`config.mk`:
```
export PLATFORM = sky130hd
export DESIGN_NAME = cmd_port
export DESIGN_NICKNAME = d
export VERILOG_FILES = /design/src/rtl/cmd_port_pkg.sv /design/src/rtl/cmd_port.sv /design/src/rtl/bus_edge_detect.sv
export VERILOG_INCLUDE_DIRS = /design/src /design/src/rtl
export SDC_FILE = /design/constraint.sdc
export NUM_CORES = 1
export LEC_CHECK = 0
export ABC_AREA = 1
export BUFFER_PORTS_ARGS = -buffer_cell sky130_fd_sc_hd__buf_2
export CAP_MARGIN = 20
export CORE_AREA = 8 8 115 117
export DETAILED_ROUTE_END_ITERATION = 12
export DIE_AREA = 0 0 123 125
export PLACE_DENSITY = 0.71
export SYNTH_ARGS = -nofsm -noshare
export SYNTH_HDL_FRONTEND = slang
export SYNTH_HIERARCHICAL = 1
export SYNTH_SLANG_ARGS = --single-unit
```
`constraint.sdc`:
```
create_clock -name clk -period 5 [get_ports clk]
set_input_delay 0.5 -clock clk [delete_from_list [all_inputs] [get_ports clk]]
set_output_delay 0.5 -clock clk [all_outputs]
set_load 0.01 [all_outputs]
```
`src/rtl/cmd_port_map.svh`:
```
/*
  Offsets, field positions and timing counts of the two-wire command port.
  Assumes a 250 MHz core clock; included by bare name.
*/
// Behaviour
// - Slave only, transfer words of 16 bits
// - Answer address 0011101, last bit selects direction
// - Stretch clock low when device needs time
// - Each register access moves two bytes, high first
// - Decode three sub-addresses: data write, read, control
// - Control goes to reset/task; others carry data
// - Control register is write-only, never read back
// - Bit 8 set triggers soft reset; upper ignored
// - Data register read/write, most significant bit first
// - Commands run without stalling audio data streams
// - Firmware answers within 4 ms worst case
// - Internal 20-bit values are two's complement fractions
`ifndef CMD_PORT_MAP_SVH
`define CMD_PORT_MAP_SVH

`define DEV_ADDR 7'h1D
`define SUB_DATA_WR 8'h68
`define SUB_DATA_RD 8'h69
`define SUB_CTRL 8'h6A
`define CTRL_RESET_BIT 8
`define CTRL_TASK_MSB 3
`define WORD_BITS 16
`define CLK_MHZ 250
`define RESP_MAX_MS 4
`define RESP_MAX_CYC (`RESP_MAX_MS * 1000 * `CLK_MHZ)

`endif

```
`src/rtl/cmd_port_pkg.sv`:
```
/*
  Types of the two-wire command port.
  Assumes cmd_port_map.svh supplies the numeric constants.
*/
package cmd_port_pkg;

  // Gray codes along address, sub-address and write ack loop; hold states and read entry break the one-bit steps
  typedef enum logic [3:0] {
    ST_IDLE     = 4'h0,
    ST_ADDR     = 4'h1,
    ST_ADDR_ACK = 4'h3,
    ST_SUB      = 4'h2,
    ST_SUB_ACK  = 4'h6,
    ST_WR       = 4'h7,
    ST_WR_ACK   = 4'h5,
    ST_HOLD_W   = 4'hD,
    ST_RD       = 4'h4,
    ST_RD_ACK   = 4'hC,
    ST_HOLD_R   = 4'hE
  } port_state_t;

  // Fraction v maps to v*2^19 rounded
  typedef logic signed [19:0] fixed20_t;

endpackage

```
`src/rtl/cmd_port.sv`:
```
/*
  Two-wire slave command port: address match, sub-address decode,
  16-bit control and data registers, clock stretching toward firmware.
  Assumes synchronous bus inputs and an external open-drain pad that
  pulls low whenever an *_oe_n output is low.
*/
`timescale 1ns/1ps
`include "cmd_port_map.svh"
module cmd_port import cmd_port_pkg::*; #(
  parameter int RESP_MAX_CYC = `RESP_MAX_CYC
) (
  input wire logic clk,
  input wire logic reset_n,
  input wire logic ce,
  input wire logic scl_in,
  output logic scl_out,
  output logic scl_oe_n,
  input wire logic sda_in,
  output logic sda_out,
  output logic sda_oe_n,
  input wire logic core_enable_a,
  input wire logic core_enable_b,
  output logic [15:0] cmd_word,
  output logic cmd_valid,
  input wire logic cmd_taken,
  input wire logic [15:0] rd_word,
  input wire logic rd_load,
  output logic rd_request,
  output logic soft_reset,
  output logic [3:0] task_select_field
);
  logic scl_rise, scl_fall, start_cond, stop_cond, sda_level;

  port_state_t state_reg, state_next;
  logic [7:0] shift_reg, shift_next;
  logic [3:0] cnt_reg, cnt_next;
  logic [7:0] sub_reg, sub_next;
  logic [7:0] hi_reg, hi_next;
  logic idx_reg, idx_next;
  logic rw_reg, rw_next;
  logic sda_drv_reg, sda_drv_next;
  logic scl_drv_next;
  logic [15:0] cmd_word_next;
  logic cmd_valid_next;
  logic [15:0] rd_hold_reg, rd_hold_next;
  logic rd_avail_reg, rd_avail_next;
  logic rd_request_next;
  logic soft_reset_next;
  logic [3:0] task_next;
  logic [31:0] hold_cnt_reg, hold_cnt_next;
  logic cores_on;
  logic hold_timeout;

  bus_edge_detect u_edges (
    .clk(clk),
    .reset_n(reset_n),
    .ce(ce),
    .scl_in(scl_in),
    .sda_in(sda_in),
    .scl_rise(scl_rise),
    .scl_fall(scl_fall),
    .start_cond(start_cond),
    .stop_cond(stop_cond),
    .sda_level(sda_level)
  );

  // Processor must run for the port to ack its address; later bytes are not gated
  assign cores_on = core_enable_a & core_enable_b;
  // Give up stretching if firmware misses its worst case
  assign hold_timeout = (hold_cnt_reg >= 32'(RESP_MAX_CYC - 1));

  always_comb begin
    state_next = state_reg;
    shift_next = shift_reg;
    cnt_next = cnt_reg;
    sub_next = sub_reg;
    hi_next = hi_reg;
    idx_next = idx_reg;
    rw_next = rw_reg;
    sda_drv_next = sda_drv_reg;
    scl_drv_next = 1'b0;
    cmd_word_next = cmd_word;
    cmd_valid_next = cmd_valid;
    rd_hold_next = rd_hold_reg;
    rd_avail_next = rd_avail_reg;
    soft_reset_next = 1'b0;
    task_next = task_select_field;
    hold_cnt_next = 32'h0000_0000;

    if (cmd_taken) begin
      cmd_valid_next = 1'b0;
    end

    if (stop_cond) begin
      state_next = ST_IDLE;
      sda_drv_next = 1'b0;
    end else if (start_cond) begin
      // Repeated start keeps the stored sub-address
      state_next = ST_ADDR;
      cnt_next = 4'h0;
      sda_drv_next = 1'b0;
    end else begin
      unique case (state_reg)
        ST_IDLE: begin
        end
        ST_ADDR, ST_SUB, ST_WR: begin
          if (scl_rise) begin
            shift_next = {shift_reg[6:0], sda_level};
            cnt_next = cnt_reg + 4'h1;
          end else if (scl_fall && cnt_reg == 4'h8) begin
            cnt_next = 4'h0;
            if (state_reg == ST_ADDR) begin
              // Reads only after the read sub-address
              if (shift_reg[7:1] == `DEV_ADDR && cores_on &&
                  (!shift_reg[0] || sub_reg == `SUB_DATA_RD)) begin
                rw_next = shift_reg[0];
                sda_drv_next = 1'b1;
                state_next = ST_ADDR_ACK;
              end else begin
                state_next = ST_IDLE;
              end
            end else if (state_reg == ST_SUB) begin
              if (shift_reg == `SUB_DATA_WR || shift_reg == `SUB_DATA_RD ||
                  shift_reg == `SUB_CTRL) begin
                sub_next = shift_reg;
                sda_drv_next = 1'b1;
                state_next = ST_SUB_ACK;
              end else begin
                state_next = ST_IDLE;
              end
            end else if (sub_reg == `SUB_DATA_RD) begin
              state_next = ST_IDLE;
            end else if (!idx_reg) begin
              hi_next = shift_reg;
              sda_drv_next = 1'b1;
              state_next = ST_WR_ACK;
            end else if (sub_reg == `SUB_DATA_WR && cmd_valid_next) begin
              // Firmware has not drained the last word yet
              scl_drv_next = 1'b1;
              state_next = ST_HOLD_W;
            end else begin
              sda_drv_next = 1'b1;
              state_next = ST_WR_ACK;
              if (sub_reg == `SUB_DATA_WR) begin
                cmd_word_next = {hi_reg, shift_reg};
                cmd_valid_next = 1'b1;
              end else begin
                // Upper bits don't care, 7..4 unused
                soft_reset_next = hi_reg[`CTRL_RESET_BIT - 8];
                task_next = shift_reg[`CTRL_TASK_MSB:0];
              end
            end
          end
        end
        ST_ADDR_ACK: begin
          if (scl_fall) begin
            sda_drv_next = 1'b0;
            idx_next = 1'b0;
            cnt_next = 4'h0;
            if (!rw_reg) begin
              state_next = ST_SUB;
            end else if (rd_avail_reg) begin
              shift_next = rd_hold_reg[15:8];
              sda_drv_next = ~rd_hold_reg[15];
              state_next = ST_RD;
            end else begin
              scl_drv_next = 1'b1;
              state_next = ST_HOLD_R;
            end
          end
        end
        ST_SUB_ACK, ST_WR_ACK: begin
          if (scl_fall) begin
            sda_drv_next = 1'b0;
            cnt_next = 4'h0;
            // Words may follow back to back
            idx_next = (state_reg == ST_WR_ACK) ? ~idx_reg : 1'b0;
            state_next = ST_WR;
          end
        end
        ST_HOLD_W: begin
          scl_drv_next = 1'b1;
          hold_cnt_next = hold_cnt_reg + 32'h0000_0001;
          if (!cmd_valid) begin
            // Clock stays low one more cycle so ack leads its release
            cmd_word_next = {hi_reg, shift_reg};
            cmd_valid_next = 1'b1;
            sda_drv_next = 1'b1;
            state_next = ST_WR_ACK;
          end else if (hold_timeout) begin
            scl_drv_next = 1'b0;
            state_next = ST_IDLE;
          end
        end
        ST_RD: begin
          if (scl_rise) begin
            cnt_next = cnt_reg + 4'h1;
          end else if (scl_fall) begin
            if (cnt_reg == 4'h8) begin
              sda_drv_next = 1'b0;
              state_next = ST_RD_ACK;
            end else begin
              shift_next = {shift_reg[6:0], 1'b0};
              sda_drv_next = ~shift_reg[6];
            end
          end
        end
        ST_RD_ACK: begin
          if (scl_rise && sda_level) begin
            state_next = ST_IDLE; // Master ends the read
          end else if (scl_fall) begin
            cnt_next = 4'h0;
            if (!idx_reg) begin
              idx_next = 1'b1;
              shift_next = rd_hold_reg[7:0];
              sda_drv_next = ~rd_hold_reg[7];
              rd_avail_next = 1'b0;
              state_next = ST_RD;
            end else if (rd_avail_reg) begin
              idx_next = 1'b0;
              shift_next = rd_hold_reg[15:8];
              sda_drv_next = ~rd_hold_reg[15];
              state_next = ST_RD;
            end else begin
              idx_next = 1'b0;
              scl_drv_next = 1'b1;
              state_next = ST_HOLD_R;
            end
          end
        end
        ST_HOLD_R: begin
          scl_drv_next = 1'b1;
          hold_cnt_next = hold_cnt_reg + 32'h0000_0001;
          if (rd_avail_reg) begin
            shift_next = rd_hold_reg[15:8];
            sda_drv_next = ~rd_hold_reg[15];
            state_next = ST_RD;
          end else if (hold_timeout) begin
            scl_drv_next = 1'b0;
            state_next = ST_IDLE;
          end
        end
        default: begin
          state_next = ST_IDLE;
          sda_drv_next = 1'b0;
        end
      endcase
    end

    // A fresh firmware word wins over the consume in the same cycle
    if (rd_load) begin
      rd_hold_next = rd_word;
      rd_avail_next = 1'b1;
    end
    rd_request_next = (state_next == ST_HOLD_R);
  end

  always_ff @(posedge clk) begin
    if (!reset_n) begin
      state_reg <= ST_IDLE;
      shift_reg <= 8'h00;
      cnt_reg <= 4'h0;
      sub_reg <= 8'h00;
      hi_reg <= 8'h00;
      idx_reg <= 1'b0;
      rw_reg <= 1'b0;
      sda_drv_reg <= 1'b0;
      cmd_word <= 16'h0000;
      cmd_valid <= 1'b0;
      rd_hold_reg <= 16'h0000;
      rd_avail_reg <= 1'b0;
      rd_request <= 1'b0;
      soft_reset <= 1'b0;
      task_select_field <= 4'h0;
      hold_cnt_reg <= 32'h0000_0000;
      scl_out <= 1'b0;
      sda_out <= 1'b0;
      scl_oe_n <= 1'b1;
      sda_oe_n <= 1'b1;
    end else if (ce) begin
      state_reg <= state_next;
      shift_reg <= shift_next;
      cnt_reg <= cnt_next;
      sub_reg <= sub_next;
      hi_reg <= hi_next;
      idx_reg <= idx_next;
      rw_reg <= rw_next;
      sda_drv_reg <= sda_drv_next;
      cmd_word <= cmd_word_next;
      cmd_valid <= cmd_valid_next;
      rd_hold_reg <= rd_hold_next;
      rd_avail_reg <= rd_avail_next;
      rd_request <= rd_request_next;
      soft_reset <= soft_reset_next;
      task_select_field <= task_next;
      hold_cnt_reg <= hold_cnt_next;
      scl_out <= 1'b0;
      sda_out <= 1'b0;
      // Open drain: only ever pull low
      scl_oe_n <= ~scl_drv_next;
      sda_oe_n <= ~sda_drv_next;
    end
  end
endmodule // cmd_port

```
`src/rtl/bus_edge_detect.sv`:
```
/*
  Edge and start/stop detector for the serial clock and data lines.
  Assumes both lines are already synchronous to clk.
*/
`timescale 1ns/1ps
module bus_edge_detect (
  input wire logic clk,
  input wire logic reset_n,
  input wire logic ce,
  input wire logic scl_in,
  input wire logic sda_in,
  output logic scl_rise,
  output logic scl_fall,
  output logic start_cond,
  output logic stop_cond,
  output logic sda_level
);
  logic scl_q_reg, sda_q_reg;
  logic scl_q_next, sda_q_next;
  logic rise_next, fall_next, start_next, stop_next;

  always_comb begin
    scl_q_next = scl_in;
    sda_q_next = sda_in;
    rise_next = scl_in & ~scl_q_reg;
    fall_next = ~scl_in & scl_q_reg;
    // Data moving while clock is high marks frame bounds
    start_next = scl_in & scl_q_reg & sda_q_reg & ~sda_in;
    stop_next = scl_in & scl_q_reg & ~sda_q_reg & sda_in;
  end

  always_ff @(posedge clk) begin
    if (!reset_n) begin
      scl_q_reg <= 1'b1;
      sda_q_reg <= 1'b1;
      scl_rise <= 1'b0;
      scl_fall <= 1'b0;
      start_cond <= 1'b0;
      stop_cond <= 1'b0;
      sda_level <= 1'b1;
    end else if (ce) begin
      scl_q_reg <= scl_q_next;
      sda_q_reg <= sda_q_next;
      scl_rise <= rise_next;
      scl_fall <= fall_next;
      start_cond <= start_next;
      stop_cond <= stop_next;
      sda_level <= sda_q_reg;
    end
  end
endmodule // bus_edge_detect

```
==> flow_summary.ini <==
[timing]
min_period_ps = 2409
rsz0062_at_grt = false
tightest_slew_ps = 852.4
hold_violations = 0
fmax_mhz = 415.1
setup_viol = 0
tns_ps = 0
fin_crit_sh_pct = 48.18
worst_clock_skew_ps = 5.080
drv_slew = 0
max_slew_margin_pct = 42.96

[worst_setup_path]
max_stage_delay_ps = 400
endpoint_kind = flop
startpoint = cnt_reg[0]
required_ps = 5350
startpoint_type = flop
cp_max_fo = 24
r2r_start = cnt_reg[0]
regToRegSetupSlack_ps = 2590
crit_slowest_cell = nor2_1
crit_arrival_ps = 2760
path_cells = inv_1, ha_1, nand2_1, nor2_1, nand2_1, inv_1, nor2_2, or2_1, a21oi_2, nand2_2, inv_4, o21ai_0, a21oi_1
path_class = reg -> reg

[hold_path]
min_path_type = in -> reg
min_from = rd_word[2]

[clock_tree]
h-tree-depth = 4
root_buffer = clkbuf_16
clk_pin_slew_ps = 50
clock_sinks = 116
cts_tree = yes
cts_setup_buffers = 0
clock_latency_ps = 420
cts_resized = 0
cts_hold_buf = 0
cts_max_path_buffers = 2
cts_made_buffers = 17

[place]
gp_congestion = 0.9746
io_buffers = 49
dp.cells = 1037
dpl.hpwl_um = 11190

[detailed_routing]
vias = 5799
drc = 0
wl_per_cell_um = 14.35
met2WireLength_um = 7376
drt_iter0_markers = 412
wl_um = 15340
dr_wl_met3_um = 619
routed.top_layer = met4
met1_length_um = 6858
viasPerCell = 5.425
drtPass1Iterations = 5
antenna_left = 0

[floorplanning]
dieWidth_um = 123
core_um2 = 11610
die-area_um2 = 15380
rows = 40
start_util_pct = 50.46
pin_count = 52
die_height_um = 125

[logic_synthesis]
synthMuxAreaShare_pct = 0
synth_seq_cells = 116
synth_ff_type = dfxtp_1
synthSimpleGateAreaFrac_pct = 27.82
synth-xor-area-share_pct = 0.2990
synth_edf_count = 0
synth_top_family_by_area = simple AND/OR/NAND/NOR gates
synthArstFlopShare_pct = 0
seq_area_frac_synth_pct = 39.63
synth_compound_area_share_pct = 21.48
synth_fa_ha_area_share_pct = 0.6406
synthesis.area_um2 = 5859
synth_cell_types = 50
postSynthAreaPerCell_um2 = 6.790
synth_warnings = 6
synthCells = 863

[finish]
layout_common_cells = nand2_1 (147), dfxtp_1 (116), inv_1 (113)
layout.cells.non_filler = 1069
area_growth_syn_to_layout_pct = 15.57
largest_register_ffs = 32
final_nets = 937
post-route-util_pct = 58.32
fillers = 1149
diodes = 0
final_layout_size_suffix_gt1_share_pct = 11.50
final_common_cell = nand2_1

[global_routing]
grt_pass1_vias = 5576
grtUsageTotal_pct = 20.79
grt_pass1_wl_um = 26120
grt_overflow = 0
antenna_found_initial = 0
grt_max_degree = 73

[power_and_ir_drop]
p_leak_nw = 2.745
power_density_nw_per_um2 = 344.5
p_total_w = 0.002333
vdd_drop_max_uv = 239.4

[run_status]
status = finished clean

[run]
max-cap-violations = 0
==> area by class of cell <==
| cell class | count | area (µm²) | share of cell area, % |
|---|---|---|---|
| inverter | 119 | 449.2 | 6.633 |
| multi-input combinational | 605 | 2952 | 43.59 |
| timing repair buffer | 50 | 252.7 | 3.732 |
| clock buffer | 20 | 456.7 | 6.744 |
| clock inverter | 12 | 155.1 | 2.291 |
| tap | 147 | 183.9 | 2.716 |
| sequential | 116 | 2322 | 34.29 |
==> where the power goes <==
group          internal (W)  total, W  switching [W]
Combinational     0.0000429  0.000131      0.0000883
Clock              0.000807   0.00123       0.000425
Sequential         0.000949  0.000969      0.0000206
Total               0.00180   0.00233       0.000534
==> per-stage QoR <==
step	hold WS (ps)	cell area, µm²	worst slack, ps
floorplan	429.2	5863	3134
global placement	444.6	6160	2437
detailed placement	448.0	6160	2329
CTS	316.6	6771	2611
global route	335.6	6771	2321
finish	325.6	6771	2591
==> metal layers <==
layer	up-vias	track usage, %
met4	0	9.709
met1	2631	25.05
li1	2965	-
met5	-	0
met3	40	4.995
met2	163	33.95
==> synthesized netlist by cell type, types with 2 or more instances <==
| master | instances | area (µm²) |
|---|---|---|
| a211oi_1 | 7 | 52.55 |
| a21oi_1 | 94 | 470.5 |
| a21oi_2 | 3 | 26.28 |
| a221oi_1 | 3 | 26.28 |
| a31oi_1 | 3 | 18.77 |
| buf_2 | 2 | 10.01 |
| buf_4 | 5 | 37.54 |
| clkbuf_1 | 14 | 52.55 |
| clkinv_1 | 2 | 7.510 |
| dfxtp_1 | 116 | 2322 |
| ha_1 | 3 | 37.54 |
| inv_1 | 113 | 424.2 |
| inv_2 | 3 | 11.26 |
| nand2_1 | 147 | 551.8 |
| nand2_2 | 4 | 25.02 |
| nand3_1 | 39 | 195.2 |
| nand3b_1 | 2 | 15.01 |
| nand4_1 | 18 | 112.6 |
| nor2_1 | 106 | 397.9 |
| nor2_2 | 6 | 37.54 |
| nor3_1 | 27 | 135.1 |
| nor3_4 | 2 | 32.53 |
| nor4_1 | 4 | 25.02 |
| o211ai_1 | 5 | 37.54 |
| o21a_1 | 4 | 30.03 |
| o21ai_0 | 98 | 490.5 |
| o21ai_1 | 5 | 25.02 |
| o22ai_1 | 5 | 31.28 |
| or2_0 | 2 | 12.51 |
==> logic make-up (layout without fill, tap and decap cells) <==
| logic type | count (synthesis) | in the layout |
|---|---|---|
| AOI/OAI and AO/OA | 233 | 233 |
| xor gates and xnor gates | 2 | 2 |
| adders and majority gates | 3 | 3 |
| buffers and inverters | 143 | 201 |
| DFF | 116 | 116 |
| other | 1 | 2 |
| and+or+nand+nor | 365 | 365 |
==> worst max-delay path: cells and delay by family (launching register included) <==
family | cells | cell delay, ps
buffers and inverters | 3 | 420
AND/OR/NAND/NOR | 6 | 1070
flip-flops | 1 | 330
adder cells (fa/ha/maj) | 1 | 140
AO/OA/AOI/OAI | 3 | 370
==> path summary, 6_finish.rpt <==
kind,end,depth (start not counted)
worst min-delay path,rd_hold_reg[2],3
worst max-delay path,cmd_word[6],13
worst max register to register,cmd_word[6],13
worst min register to register,rd_hold_reg[14],2
(Power assumes the default switching activity.)
